[src/uoe_map.svh]
// Offsets, field positions, reset values and timing counts of the OTG event flags.
// Assumes a 250 MHz core clock and byte addressing on the register bus.
`ifndef UOE_MAP_SVH
`define UOE_MAP_SVH

`define UOE_ADDR_W       4
`define UOE_STATUS_OFS   4'h0
`define UOE_MASK_OFS     4'h4

`define UOE_BIT_ID       7
`define UOE_BIT_TICK     6
`define UOE_BIT_LINE     5
`define UOE_BIT_ACT      4
`define UOE_BIT_SESVD    3
`define UOE_BIT_SESEND   2
`define UOE_BIT_RSVD     1
`define UOE_BIT_VBUSVD   0

`define UOE_IMPL_MASK    8'hFD
`define UOE_FLAGS_RST    8'h00
`define UOE_MASK_RST     8'h00
`define UOE_LINE_RST     2'h0

`define UOE_CLK_NS       4
`define UOE_MS_NS        1000000
`define UOE_MS_CYC       (`UOE_MS_NS / `UOE_CLK_NS)
`define UOE_CNT_W        18

`endif

[src/uoe_pkg.sv]
// Types shared by the OTG event flag block.
// Assumes uoe_map.svh is on the include path.
package uoe_pkg;

    typedef struct packed {
        logic id;
        logic tick;
        logic line;
        logic act;
        logic sesvd;
        logic sesend;
        logic rsvd;
        logic vbusvd;
    } uoe_flags_t;

    typedef struct packed {
        logic id;
        logic dp;
        logic dm;
        logic sess_valid;
        logic sess_end;
    } uoe_pins_t;

    typedef struct packed {
        logic [3:0]  address;
        logic        read;
        logic        write;
        logic [31:0] writedata;
        logic [3:0]  byteenable;
    } uoe_avm_req_t;

    typedef enum logic {
        UOE_IDLE = 1'b0,
        UOE_ACK  = 1'b1
    } uoe_bus_state_t;

endpackage : uoe_pkg

[src/uoe_event_flags.sv]
// OTG event flag register with mask, one interrupt line and Avalon-MM slave.
// Assumes transceiver and comparator pins are asynchronous; sleep_en is on clk.
`include "uoe_map.svh"

module uoe_event_flags
    import uoe_pkg::*;
#(
    parameter int unsigned MS_CYCLES = `UOE_MS_CYC
) (
    input  wire logic         clk,
    input  wire logic         rst_n,
    input  wire uoe_pins_t    pins,
    input  wire logic         sleep_en,
    input  wire uoe_avm_req_t avm_req,
    output logic [31:0]       avm_readdata,
    output logic              avm_waitrequest,
    output logic              irq
);

    ////////////////////////////////////////////////////////////////////////
    // Helpers

    function automatic logic addr_hit(input logic [3:0] addr, input logic [3:0] ofs);
        addr_hit = (addr[3:2] == ofs[3:2]);
    endfunction : addr_hit

    function automatic logic edge_seen(input logic now_v, input logic old_v);
        edge_seen = (now_v != old_v);
    endfunction : edge_seen

    ////////////////////////////////////////////////////////////////////////
    // Declarations

    localparam logic [`UOE_CNT_W-1:0] MS_LAST = `UOE_CNT_W'(MS_CYCLES - 1);

    uoe_pins_t             sync1_r;
    uoe_pins_t             sync2_r;
    uoe_pins_t             prev_r;
    uoe_flags_t            flags_r;
    uoe_flags_t            flags_nxt;
    uoe_flags_t            set_ev;
    uoe_flags_t            clr_ev;
    logic [7:0]            mask_r;
    logic [`UOE_CNT_W-1:0] tick_cnt_r;
    logic                  tick_pulse;
    logic [1:0]            line_now;
    logic [1:0]            line_cand_r;
    logic [1:0]            line_stable_r;
    logic [`UOE_CNT_W-1:0] line_cnt_r;
    logic                  line_ev;
    logic                  act_ev;
    uoe_bus_state_t        bus_state_r;
    logic                  bus_req;
    logic                  bus_acc;
    logic                  wr_status;
    logic                  wr_mask;
    logic [`UOE_CNT_W-1:0] tick_gap_r;
    logic [`UOE_CNT_W-1:0] line_held_r;

    ////////////////////////////////////////////////////////////////////////
    // Pin synchronisers; only the second stage feeds logic

    always_ff @(posedge clk or negedge rst_n) begin
        if (!rst_n) begin
            sync1_r <= '0;
            sync2_r <= '0;
        end else begin
            sync1_r <= pins;
            sync2_r <= sync1_r;
        end
    end

    // Previous synchronised value, for change detection
    always_ff @(posedge clk or negedge rst_n) begin
        if (!rst_n) begin
            prev_r <= '0;
        end else begin
            prev_r <= sync2_r;
        end
    end

    ////////////////////////////////////////////////////////////////////////
    // One millisecond interval timer, free running from reset

    always_ff @(posedge clk or negedge rst_n) begin
        if (!rst_n) begin
            tick_cnt_r <= '0;
        end else if (tick_cnt_r == MS_LAST) begin
            tick_cnt_r <= '0;
        end else begin
            tick_cnt_r <= tick_cnt_r + `UOE_CNT_W'(1);
        end
    end

    assign tick_pulse = (tick_cnt_r == MS_LAST);

    ////////////////////////////////////////////////////////////////////////
    // Line state stability detector

    assign line_now = {sync2_r.dp, sync2_r.dm};

    // Counter saturates at the last count so one stable period fires once
    always_ff @(posedge clk or negedge rst_n) begin
        if (!rst_n) begin
            line_cand_r <= `UOE_LINE_RST;
            line_cnt_r  <= '0;
        end else if (line_now != line_cand_r) begin
            line_cand_r <= line_now;
            line_cnt_r  <= '0;
        end else if (line_cnt_r != MS_LAST) begin
            line_cnt_r <= line_cnt_r + `UOE_CNT_W'(1);
        end
    end

    assign line_ev = (line_now == line_cand_r) && (line_cnt_r == MS_LAST - `UOE_CNT_W'(1))
                     && (line_cand_r != line_stable_r);

    always_ff @(posedge clk or negedge rst_n) begin
        if (!rst_n) begin
            line_stable_r <= `UOE_LINE_RST;
        end else if (line_ev) begin
            line_stable_r <= line_cand_r;
        end
    end

    ////////////////////////////////////////////////////////////////////////
    // Wake-up activity: only counts while the device sleeps

    assign act_ev = sleep_en && (edge_seen(sync2_r.dp, prev_r.dp)
                              || edge_seen(sync2_r.dm, prev_r.dm)
                              || edge_seen(sync2_r.id, prev_r.id)
                              || edge_seen(sync2_r.sess_valid, prev_r.sess_valid)
                              || edge_seen(sync2_r.sess_end, prev_r.sess_end));

    ////////////////////////////////////////////////////////////////////////
    // Event collection

    always_comb begin
        set_ev        = '0;
        set_ev.id     = edge_seen(sync2_r.id, prev_r.id);
        set_ev.tick   = tick_pulse;
        set_ev.line   = line_ev;
        set_ev.act    = act_ev;
        set_ev.sesvd  = sync2_r.sess_end && !prev_r.sess_end;
        set_ev.sesend = edge_seen(sync2_r.sess_end, prev_r.sess_end);
        set_ev.vbusvd = edge_seen(sync2_r.sess_valid, prev_r.sess_valid);
    end

    ////////////////////////////////////////////////////////////////////////
    // Avalon-MM slave: one wait cycle, then accept

    assign bus_req   = avm_req.read || avm_req.write;
    assign bus_acc   = bus_req && (bus_state_r == UOE_ACK);
    assign wr_status = bus_acc && avm_req.write && avm_req.byteenable[0]
                       && addr_hit(avm_req.address, `UOE_STATUS_OFS);
    assign wr_mask   = bus_acc && avm_req.write && avm_req.byteenable[0]
                       && addr_hit(avm_req.address, `UOE_MASK_OFS);

    assign avm_waitrequest = bus_req && (bus_state_r == UOE_IDLE);

    always_ff @(posedge clk or negedge rst_n) begin
        if (!rst_n) begin
            bus_state_r <= UOE_IDLE;
        end else begin
            unique case (bus_state_r)
                UOE_IDLE: begin
                    if (bus_req) begin
                        bus_state_r <= UOE_ACK;
                    end
                end
                UOE_ACK: begin
                    bus_state_r <= UOE_IDLE;
                end
            endcase
        end
    end

    // Read data is loaded during the wait cycle so it stands at the accept edge
    always_ff @(posedge clk or negedge rst_n) begin
        if (!rst_n) begin
            avm_readdata <= 32'h0000_0000;
        end else if (avm_req.read && bus_state_r == UOE_IDLE) begin
            if (addr_hit(avm_req.address, `UOE_STATUS_OFS)) begin
                avm_readdata <= {24'h00_0000, 8'(flags_r) & `UOE_IMPL_MASK};
            end else if (addr_hit(avm_req.address, `UOE_MASK_OFS)) begin
                avm_readdata <= {24'h00_0000, mask_r};
            end else begin
                avm_readdata <= 32'h0000_0000;
            end
        end
    end

    ////////////////////////////////////////////////////////////////////////
    // Sticky flags; set wins over a same-cycle clear

    always_comb begin
        clr_ev    = wr_status ? uoe_flags_t'(avm_req.writedata[7:0]) : uoe_flags_t'(8'h00);
        flags_nxt = uoe_flags_t'(((8'(flags_r) & ~8'(clr_ev)) | 8'(set_ev)) & `UOE_IMPL_MASK);
    end

    always_ff @(posedge clk or negedge rst_n) begin
        if (!rst_n) begin
            flags_r <= uoe_flags_t'(`UOE_FLAGS_RST);
        end else begin
            flags_r <= flags_nxt;
        end
    end

    always_ff @(posedge clk or negedge rst_n) begin
        if (!rst_n) begin
            mask_r <= `UOE_MASK_RST;
        end else if (wr_mask) begin
            mask_r <= avm_req.writedata[7:0] & `UOE_IMPL_MASK;
        end
    end

    // Level interrupt; software must clear the flag or its mask bit to drop it
    assign irq = |(8'(flags_r) & mask_r);

    ////////////////////////////////////////////////////////////////////////
    // Checker helpers; both saturate, so a lost event cannot wrap and hide

    always_ff @(posedge clk or negedge rst_n) begin
        if (!rst_n) begin
            tick_gap_r <= '0;
        end else if (tick_pulse) begin
            tick_gap_r <= '0;
        end else if (tick_gap_r != MS_LAST) begin
            tick_gap_r <= tick_gap_r + `UOE_CNT_W'(1);
        end
    end

    // Held time taken from the synchroniser history, not from the detector
    always_ff @(posedge clk or negedge rst_n) begin
        if (!rst_n) begin
            line_held_r <= '0;
        end else if ({prev_r.dp, prev_r.dm} != line_now) begin
            line_held_r <= '0;
        end else if (line_held_r != MS_LAST) begin
            line_held_r <= line_held_r + `UOE_CNT_W'(1);
        end
    end
endmodule : uoe_event_flags

[config.mk]
export PLATFORM = sky130hd
export DESIGN_NAME = uoe_event_flags
export DESIGN_NICKNAME = d
export VERILOG_FILES = /design/src/uoe_pkg.sv /design/src/uoe_event_flags.sv
export VERILOG_INCLUDE_DIRS = /design/src
export SDC_FILE = /design/constraint.sdc
export NUM_CORES = 1
export LEC_CHECK = 0
export BUFFER_PORTS_ARGS = -buffer_cell sky130_fd_sc_hd__buf_4
export CORE_ASPECT_RATIO = 1.1
export CORE_MARGIN = 2
export CORE_UTILIZATION = 45
export DETAILED_ROUTE_END_ITERATION = 6
export PLACE_DENSITY = 0.8
export SETUP_SLACK_MARGIN = 0.1
export SLEW_MARGIN = 15
export SYNTH_ARGS = -nofsm -noshare
export SYNTH_HDL_FRONTEND = slang
export SYNTH_SLANG_ARGS = --single-unit
[constraint.sdc]
create_clock -name clk -period 4 [get_ports clk]
set_input_delay 0.2 -clock clk [delete_from_list [all_inputs] [get_ports clk]]
set_output_delay 0.2 -clock clk [all_outputs]
set_load 0.03 [all_outputs]
Word-level counts from Yosys, hierarchy flattened
Cells that the tools add are included.
Word-level totals
  flip-flop bits (word level): 102
  bits of input ports: 50
  output and inout port bits: 34
  logic and storage cells: 76
Cells by class
  add/subtract/negate cells: 2
  equal/unequal tests: 12
  multiplexer cells: 8
  bitwise gates (word level): 5
  reductions and logical operators: 20
Operators by type and width (number)
  18-bit two-way mux: 3
  18-bit by 1-bit adder with 18-bit output (second input constant): 2
  18-bit equality test (second input constant): 2
  32-bit two-way mux: 1
  18-bit != test (second input constant): 1
  8-bit bitwise AND: 2
  8-bit two-way mux: 2
  1-bit logical AND: 11
  8-bit inverter: 1
  8-bit OR: 1
  8-bit OR reduction: 1
  1-bit logical OR: 5
  1-bit != test: 5
  2-bit != test: 2
  2-bit by 1-bit equality test with 1-bit output (second input constant): 1
  2-bit equality test: 1
  2-bit zero test: 1
  1-bit one-hot mux with 2 select lines: 1
  2-bit nonzero test: 1
  1-bit zero test: 1
  1-bit two-way mux: 1
  1-bit inverter: 1

Depth between registers and ports, before layout
Gate-level depths: netlist of the first run.
  depth after elaboration: 9
  gate-level depth with buffers: 7
  mapped depth without buffers: 6

Least setup slack after synthesis of the first run
Ideal clock, no wire load.
  path type: register -> register
  start: reg line_cnt_r[4]
  end: reg line_stable_r[0]
  library setup time: 0.125 ns
  arrival: 1.669 ns
  required time: 3.875 ns
  path slack: 2.207 ns
  stages on the path, launching flop included: 6
  buffers on the path: 0
  period minus slack after synthesis: 1.793 ns
  cell sequence: dfrtp_1 > nor4bb_1 > and4b_1 > nand4_2 > a2111oi_4 > mux2_2
On the way
  longest elaborated chain between the ends: 3
Ends and longest elaborated chain
  start, declared: line uoe_event_flags.sv:49  | logic [`UOE_CNT_W-1:0] line_cnt_r;
  start signal, assigned: line uoe_event_flags.sv:111  | line_cnt_r <= line_cnt_r + `UOE_CNT_W'(1);
  18-bit equality test: line uoe_event_flags.sv:115  | assign line_ev = (line_now == line_cand_r) && (line_cnt_r == MS_LAST - `UOE_CNT_W'(1))
  1-bit logical AND (2 in a row): line uoe_event_flags.sv:115
  end signal, assigned: line uoe_event_flags.sv:120  | line_stable_r <= `UOE_LINE_RST;
  end signal, assigned: line uoe_event_flags.sv:122  | line_stable_r <= line_cand_r;
  end, declared: line uoe_event_flags.sv:48  | logic [1:0] line_stable_r;
No other way between the ends.
A chain may end at the register's enable or synchronous reset.

Worst setup path after layout of the first run
  start: reg sync2_r, in the netlist line_now[1]
  end: reg line_stable_r[1]
On the way
  longest elaborated chain between the ends: 3
Ends and longest elaborated chain
  start, declared: line uoe_event_flags.sv:37  | uoe_pins_t sync2_r;
  start signal, assigned: line uoe_event_flags.sv:69  | sync2_r <= sync1_r;
  2-bit equality test: line uoe_event_flags.sv:115
  1-bit logical AND (2 in a row): line uoe_event_flags.sv:115
No other way between the ends.

==> insert_results.sql, run 1 <==
INSERT INTO impl_metrics (metric_group, metric, value, unit) VALUES
('outcome', 'run_status', 'complete, but fails checks', ''),
('outcome', 'failing_checks', 'hold timing', ''),
('drt', 'detailedRoute.firstPassIterationCount', '4', ''),
('power', 'pwr_density_cell', '403', 'mW/mm²'),
('global_route', 'antenna_found_initial', '0', ''),
('power', 'total_leakage_power', '1.83', 'nW'),
('final_layout', 'antenna-diode-count', '0', ''),
('synth', 'synth_commonest_cells', '77 x dfrtp_1, 34 x nor2_1, 30 x nand2_1', ''),
('global_route', 'vias_in_the_first_global_route', '2283', ''),
('setup_path', 'timing.critical_path.required', '4.24', 'ns'),
('clock_network', 'cts_root_buffer', 'clkbuf_8', ''),
('drt', 'detail_route.wl_per_cell', '12.5', 'µm'),
('sta', 'final_hold_viol_count', '20', ''),
('global_route', 'grt_first_pass_wirelength', '10.4', 'mm'),
('synth', 'yosysMostFrequentCell', 'dfrtp_1', ''),
('setup_path', 'crit_path_max_fanout', '17', ''),
('final_layout', 'nNetsFinal', '404', ''),
('drt', 'drtIter0Drc', '160', ''),
('synth', 'number_of_enable_flip_flop_cells_after_synthesis', '0', ''),
('sta', 'grt_setup_unrepaired', 'false', ''),
('sta', 'final.period_utilization', '49.9', '%'),
('power', 'power.internal', '1.14', 'mW'),
('final_layout', 'final_layout_size_suffix_gt1_share', '16.9', '%'),
('clock_network', 'insertion_delay', '0.35', 'ns'),
('setup_path', 'worst-r2r-setup-slack', '2.00', 'ns'),
('synth', 'area_fraction_of_the_dominant_cell_type_after_synthesis', '55.3', '%'),
('setup_path', 'worstSetupEndpointType', 'flip-flop', ''),
('drt', 'ant_nets', '0', ''),
('clock_network', 'cts_tree', 'done', ''),
('sta', 'slew_viol_final', '0', ''),
('global_route', 'grt_max_degree', '78', ''),
('die', 'die_area', '0.00847', 'mm²'),
('drt', 'num_vias', '2262', ''),
('synth', 'seq_area_frac_synth', '55.3', '%'),
('global_route', 'track_usage', '15.7', '%'),
('placed_design', 'numPortBuffers', '28', ''),
('power', 'ir_worst_vdd', '0.000280', 'V'),
('die', 'ports_placed_on_the_boundary', '84', ''),
('synth', 'ys_warn_count', '0', ''),
('die', 'design.core.area', '0.00747', 'mm²'),
('clock_network', 'cts-resized-gates', '0', ''),
('sta', 'final.setup.tns', '0', 'ns'),
('synth', 'synthesis.area_per_instance', '11.1', 'µm²'),
('run', 'maxCapViolations', '0', ''),
('power', 'netSwitchingPower', '0.451', 'mW'),
('power', 'combPwrFrac', '12.4', '%'),
('final_layout', 'postLayoutCellArea', '0.00395', 'mm²'),
('clock_network', 'clock_transition_at_the_registers_of_the_reported_paths', '0.08', 'ns'),
('sta', 'final.hold.worst_slack', '-0.0100', 'ns'),
('placed_design', 'detailed_place.area', '0.00371', 'mm²'),
('synth', 'synth_cells', '313', ''),
('sta', 'achievable-frequency', '501', 'MHz'),
('hold_path', 'hold_path_class', 'in2async', ''),
('setup_path', 'crit_path_start_kind', 'flip-flop', ''),
('setup_path', 'rr_endpoint', 'line_stable_r[1]$_DFFE_PN0P_', ''),
('setup_path', 'count_of_cells_along_the_worst_register_to_register_path', '4', ''),
('synth', 'postSynthRegisterBits', '77', ''),
('placed_design', 'gp_congestion', '0.820', ''),
('clock_network', 'cts_sinks', '77', ''),
('die', 'initial_utilization', '46.7', '%'),
('power', 'p_seq_share', '53.7', '%'),
('global_route', 'gr-total-overflow', '0', ''),
('clock_network', 'cts_bufs_inserted', '9', ''),
('synth', 'syn-cell-area', '0.00349', 'mm²'),
('synth', 'ys_dominant_reg_cell', 'dfrtp_1', ''),
('drt', 'route.detailed.drc', '0', ''),
('clock_network', 'ctsLongestPathBuffers', '2', ''),
('sta', 'max_slew_margin', '39.5', '%'),
('setup_path', 'cp_data_arrival_time', '2.24', 'ns'),
('synth', 'synth-async-reset-ratio', '100', '%'),
('final_layout', 'area_delta_synth_final', '13.2', '%');
## kinds of logic (layout without fill, tap and decap cells)
| group | Yosys count | count (layout) | share of synthesized area [%] |
|---|---|---|---|
| and+or+nand+nor | 119 | 119 | 17.3 |
| DFF | 77 | 77 | 55.3 |
| xor gates and xnor gates | 38 | 38 | 9.54 |
| buffers and inverters | 35 | 53 | 6.46 |
| AOI/OAI and AO/OA | 23 | 23 | 5.02 |
| muxes | 16 | 16 | 4.92 |
| adders and majority gates | 4 | 4 | 1.44 |
| other | 1 | 25 | 0.108 |
## power by group through the flow
| stage | Combinational (mW) | Clock, mW | Sequential [mW] |
|---|---|---|---|
| 6_report | 0.197 | 0.540 | 0.854 |
| 5_1_grt | 0.217 | 0.591 | 0.862 |
| 4_1_cts | 0.200 | 0.558 | 0.854 |
| 3_5_place_dp | 0.195 | 0 | 0.870 |
| 3_3_place_gp | 0.191 | 0 | 0.866 |
| 2_1_floorplan | 0.124 | 0 | 0.884 |
## flip-flops by register name, indices dropped and copies added (netlist names)
signal         flops
line_cnt_r        18
tick_cnt_r        18
sync1_r            5
bus_state_r        1
flags_r            7
sync2_r            3
line_stable_r      2
line_now           2
avm_readdata       7
mask_r             7
prev_r             5
line_cand_r        2
## metrics by stage
stage	power [mW]	worst slack, ns	hold slack [ns]	util, %	cells
after global routing	1.67	1.81	0.0720	52.8	460
final	1.59	2.00	-0.0100	52.8	460
after global placement	1.06	2.06	0.310	49.7	439
after detailed placement	1.07	1.99	0.311	49.7	439
after CTS	1.61	1.97	0.0140	52.8	460
after floorplan	1.01	2.21	-0.0956	-	337
## cell usage in the layout, fill, tap and decap left out, types with 2 or more instances in the layout
cell type      count
nand2_1           30
dlygate4sd3_1      5
clkinvlp_4         4
xor2_1            26
mux2_2             9
o21ai_0            8
nor4_1             2
and4_1             2
a21o_1             4
nor4b_1            3
dfrtp_1           77
conb_1            25
a22oi_1            2
buf_4             29
o211ai_1           2
inv_1              3
nand4_1            9
ha_1               4
a31oi_1            2
mux2i_1            7
nand3b_1           2
clkbuf_8          10
nor3_1             4
nor2_1            34
and3_1             7
xnor2_1           12
nor4bb_1           2
nand3_1           14
nand2b_1           2
## critical path, cell delays in order, from the launching register on
cell	delay, ns
dfrtp_1	0.44
xnor2_1	0.31
nand2_2	0.29
a2111oi_4	0.47
mux2_2	0.38
## worst max path at each step
stage,startpoint,endpoint,slack (ns),depth (start not counted)
floorplan,line_cnt_r[4]$_DFFE_PN0P_,line_stable_r[0]$_DFFE_PN0P_,2.21,5
global placement,line_now[1]$_DFF_PN0_,line_stable_r[1]$_DFFE_PN0P_,2.06,4
detailed placement,line_now[1]$_DFF_PN0_,line_stable_r[1]$_DFFE_PN0P_,1.99,4
CTS,line_now[1]$_DFF_PN0_,line_stable_r[1]$_DFFE_PN0P_,1.97,4
global route,line_now[1]$_DFF_PN0_,line_stable_r[1]$_DFFE_PN0P_,1.81,4
finish,line_now[1]$_DFF_PN0_,line_stable_r[1]$_DFFE_PN0P_,2.00,4
## layout make-up
type | instances | area [µm²]
Fill cell | 634 | 3530
Sequential cell | 77 | 1930
Multi-Input combinational cell | 225 | 1430
Timing Repair Buffer | 34 | 268
Clock buffer | 10 | 138
Tap cell | 105 | 131
Clock inverter | 6 | 47.5
Inverter | 3 | 11.3
## what timing repair did
action	4_1_cts	5_1_grt
setup buffers	0	0
setup endpoints to repair	0	0
hold buffers	5	0
hold endpoints to repair	5	0
## routing by layer
| layer | vias to the layer above | GRT usage [%] | part of all wire [%] |
|---|---|---|---|
| met5 | - | 0 | 0 |
| met1 | 1111 | 20.1 | 45 |
| li1 | 1092 | - | - |
| met3 | 10 | 2.92 | 3.4 |
| met4 | 0 | 7.05 | 2.1 |
| met2 | 49 | 26.1 | 49 |
Note: power is estimated with default switching activity, not from simulation.
==> run 2, diff against run 1 <==
--- a/config.mk
+++ b/config.mk
@@ -11,7 +11,7 @@
 export CORE_MARGIN = 2
 export CORE_UTILIZATION = 45
 export DETAILED_ROUTE_END_ITERATION = 6
-export PLACE_DENSITY = 0.8
+export PLACE_DENSITY = 0.83
 export SETUP_SLACK_MARGIN = 0.1
 export SLEW_MARGIN = 15
 export SYNTH_ARGS = -nofsm -noshare
==> constraint.sdc (replaced) <==
create_clock -name clk -period 1.7 [get_ports clk]
set_input_delay 0.085 -clock clk [delete_from_list [all_inputs] [get_ports clk]]
set_output_delay 0.085 -clock clk [all_outputs]
set_load 0.03 [all_outputs]
==> run 2 against run 1 <==
Against the previous run:
- the run ends with setup timing left
- routed wire length is 14% higher
- sequential power is 140% higher
- die area stayed put
- clock skew is 0.0049 ns higher
- register-to-register slack worse by 2.1 ns
- combinational power grew to 2.6 times the previous value
- non-clock buffer count is 36 higher
- final cell count is 7.8% higher
- clock-buffer cell count is 1 lower
- cell area is 11% higher
- worst setup slack worse by 2.1 ns
==> insert_results.sql, run 2 (synthesis gave the netlist of run 1 again) <==
INSERT INTO impl_metrics (metric_group, metric, value, unit) VALUES
('clock_network', 'cts_bufs_inserted', '9', ''),
('clock_network', 'cts_root_buffer', 'clkbuf_8', ''),
('sta', 'setup-violations-final', '2', ''),
('placed_design', 'gp_congestion', '0.825', ''),
('final_layout', 'postLayoutCellArea', '0.00438', 'mm²'),
('setup_path', 'worstSetupEndpointType', 'flip-flop', ''),
('sta', 'final.setup_skew', '0.0128', 'ns'),
('power', 'power.internal', '2.84', 'mW'),
('setup_path', 'crit_path_start_kind', 'flip-flop', ''),
('power', 'ir_worst_vdd', '0.000632', 'V'),
('die', 'ports_placed_on_the_boundary', '84', ''),
('final_layout', 'final_cell_mix', '77 x dfrtp_1, 54 x buf_4, 33 x nor2_1', ''),
('drt', 'drtIter0Drc', '139', ''),
('drt', 'detail_route.wl_per_cell', '13.3', 'µm'),
('sta', 'final.period_utilization', '104', '%'),
('global_route', 'antenna_found_initial', '0', ''),
('power', 'pwr_density_cell', '899', 'mW/mm²'),
('final_layout', 'nNetsFinal', '440', ''),
('setup_path', 'worst-r2r-setup-slack', '-0.08', 'ns'),
('power', 'p_clk_share', '36.0', '%'),
('die', 'rows', '33', ''),
('power', 'combPwrFrac', '13.1', '%'),
('clock_network', 'insertion_delay', '0.35', 'ns'),
('sta', 'fin_ws', '-0.0763', 'ns'),
('sta', 'final.setup.tns', '-0.146', 'ns'),
('outcome', 'failing_checks', 'setup timing', ''),
('setup_path', 'rr_endpoint', 'line_stable_r[0]$_DFFE_PN0P_', ''),
('sta', 'final_hold_viol_count', '0', ''),
('global_route', 'vias_in_the_first_global_route', '2510', ''),
('die', 'die_w', '87.9', 'µm'),
('global_route', 'grt_max_degree', '78', ''),
('die', 'die_height', '96.3', 'µm'),
('setup_path', 'rr_startpoint', 'line_cnt_r[5]$_DFFE_PN0P_', ''),
('global_route', 'grt_first_pass_wirelength', '10.7', 'mm'),
('die', 'design.core.area', '0.00747', 'mm²'),
('setup_path', 'critical_setup_path_class', 'reg2reg', ''),
('clock_network', 'cts_sinks', '77', ''),
('final_layout', 'antenna-diode-count', '0', ''),
('sta', 'achievable-frequency', '563', 'MHz'),
('clock_network', 'clock_transition_at_the_registers_of_the_reported_paths', '0.09', 'ns'),
('drt', 'post_drt_via_cell_ratio', '4.91', ''),
('outcome', 'run_status', 'complete, but fails checks', ''),
('sta', 'grt_setup_unrepaired', 'true', ''),
('setup_path', 'critPathCapture', 'line_stable_r[0]$_DFFE_PN0P_', ''),
('power', 'p_seq_share', '51.0', '%'),
('sta', 'slew_viol_final', '0', ''),
('placed_design', 'preCtsSetupSlack', '-0.119', 'ns'),
('placed_design', 'detailed_place.area', '0.00388', 'mm²'),
('global_route', 'gr-total-overflow', '0', ''),
('final_layout', 'area_delta_synth_final', '25.6', '%'),
('clock_network', 'ctsLongestPathBuffers', '2', ''),
('final_layout', 'final_layout_size_suffix_gt1_share', '26.3', '%'),
('global_route', 'track_usage', '16.3', '%'),
('die', 'die_area', '0.00847', 'mm²'),
('die', 'initial_utilization', '46.7', '%'),
('drt', 'ant_nets', '0', ''),
('final_layout', 'layout_top_registers', 'line_cnt_r x18, tick_cnt_r x18', ''),
('hold_path', 'hold_path_class', 'in2reg', ''),
('power', 'total_leakage_power', '2.07', 'nW'),
('setup_path', 'startpoint', 'line_cnt_r[5]$_DFFE_PN0P_', ''),
('clock_network', 'cts_tree', 'done', ''),
('placed_design', 'dp.final_hpwl', '4.37', 'mm'),
('drt', 'route.detailed.drc', '0', ''),
('clock_network', 'cts_htree_levels', '3', ''),
('drt', 'detailedRoute.firstPassIterationCount', '4', ''),
('sta', 'period_needed', '1.78', 'ns'),
('power', 'netSwitchingPower', '1.10', 'mW'),
('final_layout', 'finalCoreUtilization', '58.6', '%'),
('drt', 'num_vias', '2437', ''),
('final_layout', 'mostFrequentLayoutCell', 'dfrtp_1', ''),
('setup_path', 'count_of_cells_along_the_worst_register_to_register_path', '5', ''),
('placed_design', 'numPortBuffers', '28', ''),
('setup_path', 'crit_path_max_fanout', '3', ''),
('run', 'maxCapViolations', '0', ''),
('power', 'p_sw_share', '27.8', '%'),
('setup_path', 'cp_data_arrival_time', '2.01', 'ns'),
('setup_path', 'timing.critical_path.required', '1.93', 'ns'),
('drt', 'finalWirelength', '6.58', 'mm');
==> run 2: repair_timing <==
action	CTS	global route
resized for setup	3	17
buffers inserted	4	6
pin swaps	0	13
endpoints found under the setup margin	6	25
hold buffers	14	0
hold endpoints to repair	91	0
cloned	0	1
==> run 2: how the worst min path moves through the flow <==
stage                startpoint                           to  slack [ns]  cells past startpoint
detailed placement        rst_n    line_cnt_r[5]$_DFFE_PN0P_        0.14                      2
floorplan                 rst_n  avm_readdata[0]$_DFFE_PN0P_       -0.21                      0
global placement          rst_n    line_cnt_r[7]$_DFFE_PN0P_        0.13                      2
global route        avm_req[37]        bus_state_r$_DFF_PN0_        0.04                      3
finish              avm_req[37]        bus_state_r$_DFF_PN0_        0.02                      3
CTS                 avm_req[37]        bus_state_r$_DFF_PN0_       0.005                      3
==> run 2: per-stage QoR <==
step | hold slack, ns | total power, mW | cells
after global routing | 0.0394 | 4.12 | 496
after CTS | 0.00508 | 3.98 | 490
after floorplan | -0.211 | 2.38 | 337
after detailed placement | 0.136 | 2.52 | 457
after global placement | 0.131 | 2.50 | 457
final | 0.0217 | 3.94 | 496
==> run 2: final cells by class <==
class | instances | area [µm²]
Tap cell | 105 | 131
Multi-Input combinational cell | 225 | 1530
Clock buffer | 9 | 124
Clock inverter | 7 | 81.3
Sequential cell | 77 | 1930
Timing Repair Buffer | 70 | 577
Fill cell | 590 | 3090
Inverter | 3 | 11.3
==> run 2: worst max-delay path, stage by stage (launching register included) <==
cell and delay [ns]:
dfrtp_1 0.38, nor4bb_1 0.28, and4b_1 0.24, nand4_2 0.10
a2111oi_4 0.32, mux2_4 0.34
==> run 2: power by group through the flow <==
stage	Sequential [mW]	Combinational (mW)	Clock [mW]
after floorplan	2.08	0.295	0
after global placement	2.04	0.466	0
after detailed placement	2.04	0.480	0
after CTS	2.00	0.514	1.46
after global routing	2.02	0.570	1.53
final	2.01	0.514	1.42
==> run 2: layer usage <==
layer / GRT usage [%] / vias to the layer above / wire [µm] / part of all wire [%]
li1: - / 1167 / - / -
met3: 2.40 / 11 / 250 / 3.8
met4: 8.46 / 0 / 86 / 1.3
met2: 29.1 / 68 / 3500 / 53
met1: 18.7 / 1191 / 2740 / 42
met5: 0 / - / 0 / 0
==> run 3, diff against run 2 <==
--- a/config.mk
+++ b/config.mk
@@ -11,7 +11,7 @@
 export CORE_MARGIN = 2
 export CORE_UTILIZATION = 45
 export DETAILED_ROUTE_END_ITERATION = 6
-export PLACE_DENSITY = 0.83
+export PLACE_DENSITY = 0.8
 export SETUP_SLACK_MARGIN = 0.1
 export SLEW_MARGIN = 15
 export SYNTH_ARGS = -nofsm -noshare
==> constraint.sdc (replaced) <==
create_clock -name clk -period 2 [get_ports clk]
set_input_delay 0.1 -clock clk [delete_from_list [all_inputs] [get_ports clk]]
set_output_delay 0.1 -clock clk [all_outputs]
set_load 0.03 [all_outputs]
==> run 3 against run 2 <==
Against the previous run:
- the run now ends clean
- worst hold slack improved by 0.0053 ns
- critical path depth unchanged
- flip-flop and latch count unchanged
- clock skew decreased by 0.0051 ns
- power decreased by 17%
- critical path type unchanged
- largest power group unchanged
- highest routed layer unchanged
==> insert_results.sql, run 3 (synthesis gave the netlist of run 1 again) <==
INSERT INTO impl_metrics (metric_group, metric, value, unit) VALUES
('die', 'rows', '33', ''),
('clock_network', 'ctsLongestPathBuffers', '2', ''),
('drt', 'finalWirelength', '6.31', 'mm'),
('die', 'die_height', '96.3', 'µm'),
('placed_design', 'detailed_place.area', '0.00379', 'mm²'),
('drt', 'route.detailed.drc', '0', ''),
('run', 'maxCapViolations', '0', ''),
('power', 'netSwitchingPower', '0.979', 'mW'),
('sta', 'final.setup_skew', '0.00763', 'ns'),
('setup_path', 'rr_startpoint', 'line_cnt_r[17]$_DFFE_PN0P_', ''),
('final_layout', 'final_cell_mix', '77 x dfrtp_1, 38 x buf_4, 34 x nor2_1', ''),
('power', 'p_clk_share', '34.9', '%'),
('drt', 'post_drt_via_cell_ratio', '4.90', ''),
('global_route', 'vias_in_the_first_global_route', '2395', ''),
('final_layout', 'mostFrequentLayoutCell', 'dfrtp_1', ''),
('setup_path', 'critical_setup_path_class', 'reg2reg', ''),
('final_layout', 'antenna-diode-count', '0', ''),
('power', 'combPwrFrac', '12.9', '%'),
('power', 'pwr_density_cell', '792', 'mW/mm²'),
('setup_path', 'timing.critical_path.required', '2.25', 'ns'),
('sta', 'grt_setup_unrepaired', 'true', ''),
('power', 'total_leakage_power', '1.94', 'nW'),
('die', 'die_w', '87.9', 'µm'),
('sta', 'worst_pin_slew', '0.511', 'ns'),
('clock_network', 'cts_bufs_inserted', '9', ''),
('setup_path', 'startpoint', 'line_cnt_r[17]$_DFFE_PN0P_', ''),
('clock_network', 'clock_transition_at_the_registers_of_the_reported_paths', '0.09', 'ns'),
('final_layout', 'final_layout_size_suffix_gt1_share', '19.0', '%'),
('global_route', 'antenna_found_initial', '0', ''),
('sta', 'final.hold.worst_slack', '0.0269', 'ns'),
('clock_network', 'cts_sinks', '77', ''),
('sta', 'achievable-frequency', '532', 'MHz'),
('drt', 'detailedRoute.firstPassIterationCount', '4', ''),
('clock_network', 'insertion_delay', '0.35', 'ns'),
('global_route', 'gr-total-overflow', '0', ''),
('sta', 'max_slew_margin', '65.7', '%'),
('hold_path', 'hold_start', 'avm_req[37]', ''),
('global_route', 'grt_max_degree', '42', ''),
('clock_network', 'cts_root_buffer', 'clkbuf_8', ''),
('final_layout', 'nNetsFinal', '423', ''),
('setup_path', 'worstSetupEndpointType', 'flip-flop', ''),
('die', 'ports_placed_on_the_boundary', '84', ''),
('clock_network', 'cts_htree_levels', '3', ''),
('sta', 'final_hold_viol_count', '0', ''),
('placed_design', 'placed_cells_incl_taps', '448', ''),
('final_layout', 'final-instance-count-excl-fill', '479', ''),
('setup_path', 'cp_data_arrival_time', '2.13', 'ns'),
('setup_path', 'crit_path_start_kind', 'flip-flop', ''),
('final_layout', 'layout_top_registers', 'line_cnt_r x18, tick_cnt_r x18', ''),
('sta', 'slew_viol_final', '0', ''),
('placed_design', 'numPortBuffers', '28', ''),
('global_route', 'grt_first_pass_wirelength', '10.8', 'mm'),
('sta', 'final.period_utilization', '94.0', '%'),
('clock_network', 'cts_tree', 'done', ''),
('drt', 'detail_route.wl_per_cell', '13.2', 'µm'),
('final_layout', 'area_delta_synth_final', '18.8', '%'),
('placed_design', 'gp_congestion', '0.848', ''),
('die', 'design.core.area', '0.00747', 'mm²'),
('sta', 'period_needed', '1.88', 'ns'),
('drt', 'drtIter0Drc', '128', ''),
('power', 'power.internal', '2.30', 'mW'),
('power', 'ir_worst_vdd', '0.000557', 'V'),
('sta', 'setup-violations-final', '0', ''),
('drt', 'num_vias', '2348', ''),
('global_route', 'track_usage', '16.6', '%'),
('power', 'p_seq_share', '52.2', '%'),
('setup_path', 'crit_path_max_fanout', '3', ''),
('placed_design', 'dp.final_hpwl', '4.25', 'mm'),
('final_layout', 'finalCoreUtilization', '55.4', '%'),
('final_layout', 'fillers', '617', ''),
('power', 'p_sw_share', '29.8', '%'),
('outcome', 'run_status', 'finished, final reports clean', ''),
('drt', 'ant_nets', '0', ''),
('hold_path', 'hold_path_class', 'in2reg', ''),
('final_layout', 'postLayoutCellArea', '0.00414', 'mm²'),
('die', 'die_area', '0.00847', 'mm²'),
('die', 'initial_utilization', '46.7', '%');
run 3: path summary, 6_finish.rpt:
path	depth (start not counted)	slack, ns	endpoint
max	5	0.12	line_stable_r[0]$_DFFE_PN0P_
min	3	0.03	bus_state_r$_DFF_PN0_
max reg2reg	5	0.12	line_stable_r[0]$_DFFE_PN0P_
min reg2reg	0	0.36	sync2_r[0]$_DFF_PN0_
max in group asynchronous	3	1.17	tick_cnt_r[11]$_DFF_PN0_
min in group asynchronous	2	0.26	line_cand_r[1]$_DFFE_PN0N_
run 3: final cells by class:
cell class	instances	area [µm²]	area share [%]
well taps	105	131	3.17
repair buffers	53	445	10.8
inverters	3	11.3	0.272
multi-input cells	225	1430	34.6
clock inverters	7	72.6	1.75
clock buffers	9	124	2.99
flip-flops and latches	77	1930	46.5
run 3: critical path, cell delays in order (launching register included):
cell	delay [ns]
dfrtp_1	0.40
nor4bb_2	0.33
and4b_1	0.25
nand4_2	0.13
a2111oi_4	0.29
mux2_2	0.38
run 3: timing repair:
action | CTS | global route
setup buffers | 0 | 1
setup endpoints to repair | 2 | 2
pin swaps | 1 | 0
hold buffers | 14 | 0
endpoints found under the hold margin | 50 | 0
gates resized for setup | 1 | 0
run 3: power groups by stage:
stage / Sequential, mW / Combinational (mW) / Clock (mW)
floorplan: 1.77 / 0.249 / 0
global placement: 1.73 / 0.390 / 0
detailed placement: 1.74 / 0.401 / 0
CTS: 1.71 / 0.424 / 1.17
global route: 1.72 / 0.463 / 1.25
finish: 1.71 / 0.423 / 1.15
run 3: metal layers:
| metal | vias to the layer above | GRT usage (%) | wire [µm] |
|---|---|---|---|
| li1 | 1138 | - | - |
| met5 | - | 0 | 0 |
| met4 | 0 | 10.6 | 210 |
| met3 | 17 | 2.14 | 137 |
| met1 | 1145 | 20.0 | 2740 |
| met2 | 48 | 28.0 | 3220 |
run 3: metrics by stage:
step | worst slack, ns | setup TNS [ns] | power (mW)
finish | 0.121 | 0 | 3.28
global placement | 0.113 | 0 | 2.12
floorplan | 0.207 | 0 | 2.02
global route | -0.0353 | -0.0618 | 3.44
detailed placement | 0.0351 | 0 | 2.14
CTS | 0.129 | 0 | 3.30
